**src/spi_slave_pkg.sv**
```systemverilog
// constants shared by the spi slave controller and its fifo
// assumes a single 100 MHz system clock domain
package spi_slave_pkg;

   // ==========================================================
   // configuration values
   localparam logic [2:0] MODE_SPI = 3'h2;
   localparam int CHAR_BITS = 8;
   localparam int FIFO_DEPTH = 4;
   localparam int DMA_COUNT_W = 16;
   localparam logic [7:0] BUSY_TOKEN = 8'hFF;
   localparam logic [2:0] LAST_BIT = 3'h7;
   localparam logic [2:0] FIRST_BIT = 3'h0;

   // ==========================================================
   // reset values
   localparam logic [7:0] CHAR_RST = 8'h00;
   localparam logic FLAG_CLR_RST = 1'b0;
   localparam logic FLAG_SET_RST = 1'b1;

   // ==========================================================
   // interrupt source positions
   localparam int IRQ_TX_IDLE = 0;
   localparam int IRQ_TX_FREE = 1;
   localparam int IRQ_RX_VALID = 2;
   localparam int IRQ_TX_DMA_A = 3;
   localparam int IRQ_TX_DMA_B = 4;
   localparam int IRQ_RX_DMA_A = 5;
   localparam int IRQ_RX_DMA_B = 6;
   localparam int IRQ_RX_OVERRUN = 7;
   localparam int IRQ_TX_UNDERRUN = 8;
   localparam int IRQ_COUNT = 9;

   // ==========================================================
   // select edge save field positions
   localparam int SEL_SAVED_A = 0;
   localparam int SEL_SAVED_B = 1;
   localparam int SEL_EXTRA_EDGE = 2;

   // ==========================================================
   // link states
   typedef enum logic [0:0] {
      LINK_IDLE = 1'b0,
      LINK_FRAME = 1'b1
   } link_state_type;

endpackage

```
**src/byte_fifo_if.sv**
```systemverilog
// signals between a fifo and its user
// assumes both sides on clk_sys_i
`timescale 1ns/1ps
interface byte_fifo_if #(parameter int WIDTH = 8);
   logic push;
   logic [WIDTH-1:0] wdata;
   logic pop;
   logic [WIDTH-1:0] rdata;
   logic full;
   logic empty;

   modport store (input push, input wdata, input pop, output rdata, output full, output empty);
   modport user (output push, output wdata, output pop, input rdata, input full, input empty);
endinterface

```
**src/char_fifo.sv**
```systemverilog
// character fifo with full and empty
// assumes push ignored when full and pop ignored when empty
`timescale 1ns/1ps
module char_fifo #(
   parameter int WIDTH = 8,
   parameter int DEPTH = spi_slave_pkg::FIFO_DEPTH
)
(
   input wire logic clk_sys_i,
   input wire logic rst_b_i,
   byte_fifo_if.store port
);
   localparam int AW = $clog2(DEPTH);

   logic [WIDTH-1:0] mem_r [DEPTH];
   logic [AW-1:0] wptr_r;
   logic [AW-1:0] rptr_r;
   logic [AW:0] count_r;
   logic do_push;
   logic do_pop;

   assign do_push = port.push & (count_r != (AW+1)'(DEPTH));
   assign do_pop = port.pop & (count_r != '0);
   assign port.full = (count_r == (AW+1)'(DEPTH));
   assign port.empty = (count_r == '0);
   assign port.rdata = mem_r[rptr_r];

   // ==========================================================
   // storage
   always_ff @(posedge clk_sys_i)
   begin
      if (do_push)
      begin
         mem_r[wptr_r] <= port.wdata;
      end
   end

   // ==========================================================
   // pointers and count
   always_ff @(posedge clk_sys_i)
   begin
      if (!rst_b_i)
      begin
         wptr_r <= '0;
         rptr_r <= '0;
         count_r <= '0;
      end
      else
      begin
         if (do_push)
         begin
            wptr_r <= (wptr_r == AW'(DEPTH-1)) ? '0 : wptr_r + 1'b1;
         end
         if (do_pop)
         begin
            rptr_r <= (rptr_r == AW'(DEPTH-1)) ? '0 : rptr_r + 1'b1;
         end
         count_r <= count_r + (AW+1)'(do_push) - (AW+1)'(do_pop);
      end
   end
endmodule

```
**src/spi_slave_serial_controller.sv**
```systemverilog
// spi slave controller: serial link, tx/rx fifos, status, dma count save, irq
// assumes pins are asynchronous and software/dma ports run on clk_sys_i
`timescale 1ns/1ps
// Functional notes
// - polarity, phase and bit order choose frame format; order set means lsb first.
// - miso driven and mosi sampled only while select is asserted.
// - a falling select edge clears the receive shift register and bit count; when enabled it loads the transmit shift register.
// - separate four-entry transmit and receive fifos.
// - data write pushes transmit fifo; data read pops receive fifo.
// - dma channels fill and drain the fifos through the same ports.
// - storing a received character sets receive valid.
// - character into full receive fifo is dropped, overflow set, overrun irq raised.
// - dma overrun shows after fifo drains; cleared by dma reset or reload.
// - each received character shifts out one transmit character together.
// - empty transmit fifo raises underrun and sends last character or 0xFF.
// - write into empty fifo and serializer clears transmit idle.
// - transmit free clears on fifo full, sets on each character shifted out.
// - transmit idle sets when fifo empty and last character shifted.
// - after select and receive valid, a pad byte precedes data into empty fifo.
// - on select rise with rx dma, first edge after load saves active count.
// - three-bit field records what was saved and extra select edges.
// - idle, free and valid bits interrupt on rise or level per mode.
// - dma buffer a/b completion interrupts on active bit falling.
// - receive overrun and transmit underrun also interrupt.
module spi_slave_serial_controller #(
   parameter int CHAR_W = spi_slave_pkg::CHAR_BITS,
   parameter int DEPTH = spi_slave_pkg::FIFO_DEPTH,
   parameter int CNT_W = spi_slave_pkg::DMA_COUNT_W
)
(
   input wire logic clk_sys_i,
   input wire logic rst_b_i,
   input wire logic [2:0] controller_mode_i,
   input wire logic master_select_bit_i,
   input wire logic clock_polarity_bit_i,
   input wire logic clock_phase_bit_i,
   input wire logic bit_order_bit_i,
   input wire logic repeat_last_select_i,
   input wire logic irq_trigger_mode_i,
   input wire logic sclk_i,
   input wire logic slave_select_n_i,
   input wire logic mosi_i,
   output logic miso_o,
   output logic miso_oe_o,
   input wire logic data_wr_i,
   input wire logic [CHAR_W-1:0] data_wdata_i,
   input wire logic data_rd_i,
   input wire logic tx_dma_wr_i,
   input wire logic [CHAR_W-1:0] tx_dma_wdata_i,
   input wire logic rx_dma_rd_i,
   output logic [CHAR_W-1:0] data_rdata_o,
   output logic rx_valid_flag_o,
   output logic rx_overflow_flag_o,
   output logic tx_idle_flag_o,
   output logic tx_free_flag_o,
   input wire logic rx_dma_enable_i,
   input wire logic [1:0] tx_buffer_active_ab_i,
   input wire logic [1:0] rx_buffer_active_ab_i,
   input wire logic [1:0] rx_buffer_load_i,
   input wire logic rx_dma_reset_i,
   input wire logic [CNT_W-1:0] rx_dma_count_a_i,
   input wire logic [CNT_W-1:0] rx_dma_count_b_i,
   output logic rx_dma_error_o,
   output logic [CNT_W-1:0] rx_count_saved_o,
   output logic [2:0] select_edge_save_field_o,
   input wire logic [spi_slave_pkg::IRQ_COUNT-1:0] irq_enable_i,
   input wire logic [spi_slave_pkg::IRQ_COUNT-1:0] irq_flag_clear_i,
   input wire logic unit_top_irq_enable_i,
   output logic [spi_slave_pkg::IRQ_COUNT-1:0] irq_flag_o,
   output logic irq_o
);
   localparam int NIRQ = spi_slave_pkg::IRQ_COUNT;

   // ==========================================================
   // shift helpers
   function automatic logic [CHAR_W-1:0] shift_char(input logic [CHAR_W-1:0] sh,
                                                    input logic in_bit,
                                                    input logic lsb_first);
      if (lsb_first)
      begin
         shift_char = {in_bit, sh[CHAR_W-1:1]};
      end
      else
      begin
         shift_char = {sh[CHAR_W-2:0], in_bit};
      end
   endfunction

   function automatic logic head_bit(input logic [CHAR_W-1:0] sh, input logic lsb_first);
      head_bit = lsb_first ? sh[0] : sh[CHAR_W-1];
   endfunction

   // ==========================================================
   // pin synchronisers
   logic sclk_s1_r, sclk_s2_r, sclk_d_r;
   logic ssn_s1_r, ssn_s2_r, ssn_d_r;
   logic mosi_s1_r, mosi_s2_r;

   always_ff @(posedge clk_sys_i)
   begin
      if (!rst_b_i)
      begin
         sclk_s1_r <= 1'b0;
         sclk_s2_r <= 1'b0;
         sclk_d_r <= 1'b0;
         ssn_s1_r <= 1'b1;
         ssn_s2_r <= 1'b1;
         ssn_d_r <= 1'b1;
         mosi_s1_r <= 1'b0;
         mosi_s2_r <= 1'b0;
      end
      else
      begin
         sclk_s1_r <= sclk_i;
         sclk_s2_r <= sclk_s1_r;
         sclk_d_r <= sclk_s2_r;
         ssn_s1_r <= slave_select_n_i;
         ssn_s2_r <= ssn_s1_r;
         ssn_d_r <= ssn_s2_r;
         mosi_s1_r <= mosi_i;
         mosi_s2_r <= mosi_s1_r;
      end
   end

   // ==========================================================
   // edge decode
   spi_slave_pkg::link_state_type state_r;
   logic enabled, in_frame, ss_fall, ss_rise, sck_now, sck_was, lead_ev, trail_ev;
   logic sample_ev, shift_ev, byte_done, tx_load;
   logic [2:0] bit_cnt_r;

   assign enabled = (controller_mode_i == spi_slave_pkg::MODE_SPI) & ~master_select_bit_i;
   assign ss_fall = ssn_d_r & ~ssn_s2_r;
   assign ss_rise = ~ssn_d_r & ssn_s2_r;
   assign in_frame = (state_r == spi_slave_pkg::LINK_FRAME) & ~ssn_s2_r;
   assign sck_now = sclk_s2_r ^ clock_polarity_bit_i;
   assign sck_was = sclk_d_r ^ clock_polarity_bit_i;
   assign lead_ev = sck_now & ~sck_was;
   assign trail_ev = ~sck_now & sck_was;
   assign sample_ev = in_frame & (clock_phase_bit_i ? trail_ev : lead_ev);
   assign shift_ev = in_frame & (clock_phase_bit_i ? lead_ev
                                                    : (trail_ev & (bit_cnt_r != 3'h0)));
   assign byte_done = sample_ev & (bit_cnt_r == spi_slave_pkg::LAST_BIT);
   assign tx_load = (ss_fall & enabled) | byte_done;

   always_ff @(posedge clk_sys_i)
   begin
      if (!rst_b_i)
      begin
         state_r <= spi_slave_pkg::LINK_IDLE;
      end
      else
      begin
         case (state_r)
            spi_slave_pkg::LINK_IDLE:
            begin
               if (ss_fall & enabled)
               begin
                  state_r <= spi_slave_pkg::LINK_FRAME;
               end
            end
            spi_slave_pkg::LINK_FRAME:
            begin
               if (ss_rise | ~enabled)
               begin
                  state_r <= spi_slave_pkg::LINK_IDLE;
               end
            end
            default:
            begin
               state_r <= spi_slave_pkg::LINK_IDLE;
            end
         endcase
      end
   end

   // ==========================================================
   // fifos
   byte_fifo_if #(.WIDTH(CHAR_W)) tx_f ();
   byte_fifo_if #(.WIDTH(CHAR_W)) rx_f ();

   char_fifo #(.WIDTH(CHAR_W), .DEPTH(DEPTH)) tx_fifo_u (
      .clk_sys_i(clk_sys_i),
      .rst_b_i(rst_b_i),
      .port(tx_f.store)
   );

   char_fifo #(.WIDTH(CHAR_W), .DEPTH(DEPTH)) rx_fifo_u (
      .clk_sys_i(clk_sys_i),
      .rst_b_i(rst_b_i),
      .port(rx_f.store)
   );

   logic pad_due_r, pad_arm_r, busy_r, underrun, rx_overrun, rx_pop;
   logic [CHAR_W-1:0] rx_sh_r, tx_sh_r, last_tx_r, fill_val, load_val;

   assign tx_f.push = data_wr_i | tx_dma_wr_i;
   assign tx_f.wdata = data_wr_i ? data_wdata_i : tx_dma_wdata_i;
   assign fill_val = repeat_last_select_i ? last_tx_r : spi_slave_pkg::BUSY_TOKEN;
   assign underrun = tx_load & ~pad_due_r & tx_f.empty;
   assign tx_f.pop = tx_load & ~pad_due_r;
   assign load_val = (pad_due_r | tx_f.empty) ? fill_val : tx_f.rdata;
   assign rx_pop = data_rd_i | rx_dma_rd_i;
   assign rx_f.pop = rx_pop;
   assign rx_f.push = byte_done & ~rx_f.full;
   assign rx_f.wdata = shift_char(rx_sh_r, mosi_s2_r, bit_order_bit_i);
   assign rx_overrun = byte_done & rx_f.full;

   // ==========================================================
   // shift registers and miso
   always_ff @(posedge clk_sys_i)
   begin
      if (!rst_b_i)
      begin
         bit_cnt_r <= spi_slave_pkg::FIRST_BIT;
         rx_sh_r <= spi_slave_pkg::CHAR_RST;
         tx_sh_r <= spi_slave_pkg::CHAR_RST;
         last_tx_r <= spi_slave_pkg::CHAR_RST;
         miso_o <= 1'b0;
      end
      else
      begin
         if (ss_fall)
         begin
            bit_cnt_r <= spi_slave_pkg::FIRST_BIT;
            rx_sh_r <= spi_slave_pkg::CHAR_RST;
         end
         else if (sample_ev)
         begin
            bit_cnt_r <= bit_cnt_r + 3'h1;
            rx_sh_r <= shift_char(rx_sh_r, mosi_s2_r, bit_order_bit_i);
         end
         if (tx_load)
         begin
            last_tx_r <= load_val;
            if (clock_phase_bit_i)
            begin
               tx_sh_r <= load_val;
            end
            else
            begin
               miso_o <= head_bit(load_val, bit_order_bit_i);
               tx_sh_r <= shift_char(load_val, 1'b0, bit_order_bit_i);
            end
         end
         else if (shift_ev)
         begin
            miso_o <= head_bit(tx_sh_r, bit_order_bit_i);
            tx_sh_r <= shift_char(tx_sh_r, 1'b0, bit_order_bit_i);
         end
      end
   end

   always_ff @(posedge clk_sys_i)
   begin
      if (!rst_b_i)
      begin
         miso_oe_o <= 1'b0;
      end
      else
      begin
         miso_oe_o <= enabled & ~ssn_s2_r & (state_r == spi_slave_pkg::LINK_FRAME);
      end
   end

   // ==========================================================
   // padding control
   always_ff @(posedge clk_sys_i)
   begin
      if (!rst_b_i)
      begin
         pad_arm_r <= 1'b0;
         pad_due_r <= 1'b0;
      end
      else
      begin
         if (ssn_s2_r)
         begin
            pad_arm_r <= 1'b0;
         end
         else if (rx_valid_flag_o)
         begin
            pad_arm_r <= 1'b1;
         end
         if (ssn_s2_r)
         begin
            pad_due_r <= 1'b0;
         end
         else if (pad_arm_r & tx_f.push & tx_f.empty & ~tx_f.pop)
         begin
            pad_due_r <= 1'b1;
         end
         else if (tx_load)
         begin
            pad_due_r <= 1'b0;
         end
      end
   end

   // ==========================================================
   // status flags
   always_ff @(posedge clk_sys_i)
   begin
      if (!rst_b_i)
      begin
         busy_r <= spi_slave_pkg::FLAG_CLR_RST;
         tx_idle_flag_o <= spi_slave_pkg::FLAG_SET_RST;
         tx_free_flag_o <= spi_slave_pkg::FLAG_SET_RST;
         rx_valid_flag_o <= spi_slave_pkg::FLAG_CLR_RST;
         rx_overflow_flag_o <= spi_slave_pkg::FLAG_CLR_RST;
      end
      else
      begin
         if (tx_load)
         begin
            busy_r <= ~underrun;
         end
         tx_idle_flag_o <= tx_f.empty & ~tx_f.push & ~busy_r & ~pad_due_r;
         if (tx_f.full & ~tx_f.pop)
         begin
            tx_free_flag_o <= 1'b0;
         end
         else if (byte_done)
         begin
            tx_free_flag_o <= 1'b1;
         end
         rx_valid_flag_o <= ~rx_f.empty | rx_f.push;
         if (rx_overrun)
         begin
            rx_overflow_flag_o <= 1'b1;
         end
         else if (rx_pop)
         begin
            rx_overflow_flag_o <= 1'b0;
         end
      end
   end

   always_ff @(posedge clk_sys_i)
   begin
      if (!rst_b_i)
      begin
         data_rdata_o <= spi_slave_pkg::CHAR_RST;
      end
      else if (rx_pop & ~rx_f.empty)
      begin
         data_rdata_o <= rx_f.rdata;
      end
   end

   // ==========================================================
   // dma overrun and saved count
   logic ovf_wait_r, save_arm_r;

   always_ff @(posedge clk_sys_i)
   begin
      if (!rst_b_i)
      begin
         ovf_wait_r <= 1'b0;
         rx_dma_error_o <= 1'b0;
      end
      else
      begin
         if (rx_overrun)
         begin
            ovf_wait_r <= 1'b1;
         end
         else if (rx_dma_reset_i | (ovf_wait_r & rx_f.empty))
         begin
            ovf_wait_r <= 1'b0;
         end
         if (ovf_wait_r & rx_f.empty & ~rx_overrun)
         begin
            rx_dma_error_o <= 1'b1;
         end
         else if (rx_dma_reset_i | (|rx_buffer_load_i))
         begin
            rx_dma_error_o <= 1'b0;
         end
      end
   end

   always_ff @(posedge clk_sys_i)
   begin
      if (!rst_b_i)
      begin
         save_arm_r <= 1'b0;
         rx_count_saved_o <= '0;
         select_edge_save_field_o <= 3'h0;
      end
      else
      begin
         if (|rx_buffer_load_i)
         begin
            save_arm_r <= 1'b1;
            select_edge_save_field_o <= 3'h0;
         end
         else if (ss_rise & rx_dma_enable_i)
         begin
            if (save_arm_r)
            begin
               save_arm_r <= 1'b0;
               if (rx_buffer_active_ab_i[0])
               begin
                  rx_count_saved_o <= rx_dma_count_a_i;
                  select_edge_save_field_o[spi_slave_pkg::SEL_SAVED_A] <= 1'b1;
               end
               else if (rx_buffer_active_ab_i[1])
               begin
                  rx_count_saved_o <= rx_dma_count_b_i;
                  select_edge_save_field_o[spi_slave_pkg::SEL_SAVED_B] <= 1'b1;
               end
            end
            else
            begin
               select_edge_save_field_o[spi_slave_pkg::SEL_EXTRA_EDGE] <= 1'b1;
            end
         end
      end
   end

   // ==========================================================
   // interrupts
   logic [NIRQ-1:0] src_lvl, src_prev_r, src_set;
   logic [1:0] tx_act_prev_r, rx_act_prev_r;

   assign src_lvl = {{6{1'b0}}, rx_valid_flag_o, tx_free_flag_o, tx_idle_flag_o};

   always_comb
   begin
      src_set = irq_trigger_mode_i ? src_lvl : (src_lvl & ~src_prev_r);
      src_set[spi_slave_pkg::IRQ_TX_DMA_A] = tx_act_prev_r[0] & ~tx_buffer_active_ab_i[0];
      src_set[spi_slave_pkg::IRQ_TX_DMA_B] = tx_act_prev_r[1] & ~tx_buffer_active_ab_i[1];
      src_set[spi_slave_pkg::IRQ_RX_DMA_A] = rx_act_prev_r[0] & ~rx_buffer_active_ab_i[0];
      src_set[spi_slave_pkg::IRQ_RX_DMA_B] = rx_act_prev_r[1] & ~rx_buffer_active_ab_i[1];
      src_set[spi_slave_pkg::IRQ_RX_OVERRUN] = rx_overrun;
      src_set[spi_slave_pkg::IRQ_TX_UNDERRUN] = underrun;
   end

   always_ff @(posedge clk_sys_i)
   begin
      if (!rst_b_i)
      begin
         src_prev_r <= '0;
         tx_act_prev_r <= 2'h0;
         rx_act_prev_r <= 2'h0;
         irq_flag_o <= '0;
         irq_o <= 1'b0;
      end
      else
      begin
         src_prev_r <= src_lvl;
         tx_act_prev_r <= tx_buffer_active_ab_i;
         rx_act_prev_r <= rx_buffer_active_ab_i;
         irq_flag_o <= src_set | (irq_flag_o & ~irq_flag_clear_i);
         irq_o <= unit_top_irq_enable_i & (|(irq_flag_o & irq_enable_i));
      end
   end
endmodule

```
**config.mk**
```make
export PLATFORM = sky130hd
export DESIGN_NAME = spi_slave_serial_controller
export DESIGN_NICKNAME = d
export VERILOG_FILES = /design/src/spi_slave_pkg.sv /design/src/byte_fifo_if.sv /design/src/char_fifo.sv /design/src/spi_slave_serial_controller.sv
export SDC_FILE = /design/constraint.sdc
export NUM_CORES = 1
export LEC_CHECK = 0
export BUFFER_PORTS_ARGS = -buffer_cell sky130_fd_sc_hd__buf_2
export CAP_MARGIN = 5
export CORE_MARGIN = 5
export CORE_UTILIZATION = 60
export CTS_CLUSTER_DIAMETER = 150
export DETAILED_ROUTE_END_ITERATION = 16
export HOLD_SLACK_MARGIN = 0.05
export PLACE_DENSITY_LB_ADDON = 0.12
export SLEW_MARGIN = 20
export SYNTH_ARGS = -nofsm -noshare
export SYNTH_HDL_FRONTEND = slang
export SYNTH_SLANG_ARGS = --single-unit
```
**constraint.sdc**
```tcl
create_clock -name clk_sys_i -period 4.78 [get_ports clk_sys_i]
set_input_delay 0.239 -clock clk_sys_i [delete_from_list [all_inputs] [get_ports clk_sys_i]]
set_output_delay 0.239 -clock clk_sys_i [all_outputs]
set_load 0.02 [all_outputs]
```
==> flow_summary.yaml <==
status:
  status: "complete, no violations"
timing:
  maxSlewViolCount: 0
  slew_headroom: 0.467
  tightest_slew_ps: 800
  setup_viol_count_final: 0
  fin_tns_setup_ps: 0
  hold_violations_final: 0
  worst_clock_skew_ps: 7.20
  setup_repair_after_global_routing_missed_its_margin: "no"
  postLayoutSetupSlackWorst_ps: 1610
  finalCriticalPeriod_ps: 3170
  final_min_period_over_clock_period: 0.664
  max_freq_mhz: 315
logic_synthesis:
  post_synth_inst_count: 662
  yosys.cell_types.count: 62
  ys.flop_type: "sky130_fd_sc_hd__dfxtp_1"
  avgSynthCellArea_um2: 11.3
  synthesis.yosys.warnings: 0
  mappedNetlistArea_mm2: 0.00748
  netlist.area_leader.share: 0.289
  synthesis.nets: 773
  synth_largest_area_cell: "sky130_fd_sc_hd__dfxtp_1"
  synth_common_cells: "sky130_fd_sc_hd__dfxtp_1, sky130_fd_sc_hd__nand2_1, sky130_fd_sc_hd__edfxtp_1"
  synthMostInstantiatedCell: "sky130_fd_sc_hd__dfxtp_1"
  synth-edff-count: 64
  post_synth_main_area_contributors: "sky130_fd_sc_hd__dfxtp_1, sky130_fd_sc_hd__edfxtp_1, sky130_fd_sc_hd__mux4_2"
  yosys_register_bits: 172
  synth_async_sr_flop_share: 0
  synth.yosys.seq_area_share: 0.546
worst_hold_path:
  min_path_type: "input pin to register"
  min-delay-start: "irq_flag_clear_i[0]"
global_route:
  grt_util_met2: 0.364
  grt_pass1_vias: 5236
  global_route.overflow_total: 0
  grt.met1_usage: 0.261
  grt_first_pass_wirelength_mm: 25.0
  global_route.usage.met3: 0.0543
  antenna_found_initial: 1
  gr-usage-all-layers: 0.212
  pin_count_of_the_biggest_net_entering_global_routing: 49
  grt_most_used_layer: "met2"
pwr:
  share_seq_of_total_power: 0.474
  power_per_cell_area_mw_per_mm2: 416
  power.static_leakage_nw: 3.70
  max_ir_drop_vdd_uv: 331
  cellInternalPower_mw: 2.62
  comb_power_share: 0.184
  clock_power_share: 0.342
  swShare: 0.287
  power.net_switching_mw: 1.06
detailed_routing:
  routed_wirelength_mm: 14.9
  antenna_violating_nets_post_route: 0
  detail_route.drc_violations: 0
  route.vias.total: 5207
  drt_iter0_markers: 332
  detail_routed_net_length_per_standard_cell_um: 15.3
  route.detailed.vias_per_inst: 5.35
  drt_first_pass_iters: 4
worst_setup_path:
  critical_path_required_time_ps: 5110
  max_stage_delay_ps: 670
  slowest_stage: "sky130_fd_sc_hd__a32oi_4"
  start_kind: "register"
  endpoint_kind: "register"
  path_cells: "and4bb_1 -> mux2_4 -> a32oi_4 -> o21ai_0 -> nand2b_1 -> ha_1 -> inv_1 -> fa_1 -> xnor2_1 -> xnor2_1 -> and2_1"
  criticalPathCategory: "register to register"
  worstPathArrival_ps: 3500
  crit_start: "sclk_s2_r"
  worst_r2r_startpoint: "sclk_s2_r"
  critical-path-top-delay-family: "compound AO/OA/AOI/OAI gates"
  critPathBufInv: 1
  critical_path.most_common_cell: "sky130_fd_sc_hd__xnor2_1"
  critical_path.max_fanout: 26
floorplanning:
  initial_utilization: 0.617
  core_region_area_mm2: 0.0121
  chipWidth_um: 122
  design.portCount: 137
  dieArea_mm2: 0.0148
  chipHeight_um: 122
  num_rows: 40
clocking:
  cts.clk_slew.worst_paths_ps: 60
  ctsLongestPathBuffers: 2
  cts-htree-levels: 4
  tritoncts.num_buffers: 17
  root_buffer: "sky130_fd_sc_hd__clkbuf_16"
  insertion_delay_ps: 430
  cts_resized: 0
  cts_sinks: 172
  clock_tree_from_tritoncts: "built"
place:
  placement.io_buffers: 136
  dpl_worst_slack_ps: 1470
  routabilityCongestion: 0.804
  detailed_place_hpwl_mm: 10.6
finish:
  num-nets-final: 901
  area_delta_synth_final_pct: 18.4
  final_core_utilization: 0.731
  fillerInstances: 888
  post_route_cells_drive_above_1_share: 0.265
job:
  max-cap-violations: 0
==> worst register-to-register path: cells and delay by family (launching register included) <==
family                     cells  cell delay (ps)
AOI/OAI and AO/OA              2              840
xor gates and xnor gates       2              280
adders and majority gates      2              580
buffers and inverters          1               70
DFF                            1              410
muxes                          1              380
and+or+nand+nor                3              520
==> what timing repair did <==
action / 4_1_cts / 5_1_grt
setup buffers: 0 / 0
hold buffers: 6 / 0
endpoints found under the setup margin: 0 / 0
endpoints found under the hold margin: 6 / 0
==> layout by cell type, fill, tap and decap left out, drive strengths merged, types with 2 or more instances in the layout <==
cell type	n
a31oi	3
clkinv	9
nand2	65
o211a	16
clkbuf	19
a32oi	2
nor3b	2
or3	2
mux4	16
xnor2	5
and4bb	2
nand2b	18
a22oi	2
ha	16
a211oi	3
mux2i	32
a21oi	26
a221oi	2
fa	2
mux2	17
nand3b	2
a22o	2
clkinvlp	3
and2	29
o21ai	27
nor3	9
inv	33
dlygate4sd3	6
a21boi	19
edfxtp	64
nor2b	25
buf	139
diode	2
dfxtp	108
nor2	42
o22ai	9
a21o	5
nand3	6
==> power groups by stage <==
stage          sequential [mW]  combinational [mW]  clock [mW]
6_report                  1.74               0.677        1.26
5_1_grt                   1.76               0.766        1.35
4_1_cts                   1.75               0.688        1.28
3_5_place_dp              1.78               0.673           0
3_3_place_gp              1.77               0.642           0
2_1_floorplan             1.77               0.479           0
==> area by class of cell <==
class | instances | area [um^2] | share of cell area
Sequential cell | 172 | 4080 | 0.461
Antenna cell | 2 | 5.00 | 0.000565
Inverter | 32 | 120 | 0.0136
Multi-Input combinational cell | 422 | 3130 | 0.353
Timing Repair Buffer | 145 | 763 | 0.0862
Clock inverter | 13 | 93.8 | 0.0106
Tap cell | 168 | 210 | 0.0237
Clock buffer | 19 | 453 | 0.0512
==> worst paths after layout <==
path              slack, ps  depth (start not counted)                    to
setup reg to reg       1610                         11  tx_fifo_u.count_r[2]
hold / removal           70                          3         irq_flag_o[0]
hold reg to reg         440                          1              ssn_s2_r
setup / recovery       1610                         11  tx_fifo_u.count_r[2]
==> registers in the layout, summed over array words and instances (netlist names), 8 cells and up, named ones only <==
signal,flops
rx_fifo_u.mem_r,32
tx_fifo_u.mem_r,32
rx_count_saved_o,16
irq_flag_o,9
data_rdata_o,8
last_tx_r,8
rx_sh_r,8
tx_sh_r,8
==> through the flow <==
stage,power (mW),hold WS (ps),std cells,cell area [um^2]
CTS,3.71,63.3,971,8850
global placement,2.41,423,933,8240
global route,3.88,68.9,972,8850
finish,3.68,72.7,973,8850
floorplan,2.25,340,662,7480
detailed placement,2.45,423,933,8240
==> routing by layer <==
metal | vias to the layer above | share of wire
met3 | 23 | 0.046
li1 | 2600 | -
met4 | 0 | 0.020
met2 | 118 | 0.52
met5 | - | 0
met1 | 2466 | 0.41
==> cells by family after synthesis <==
group,Yosys count,share of synthesized area
compound gates,124,0.119
xor+xnor,6,0.00703
fa+ha+maj,19,0.0335
buf+inv,68,0.0363
flops,172,0.546
mux,65,0.117
simple gates,208,0.141
No activity file was read; power rests on OpenSTA's default activity.
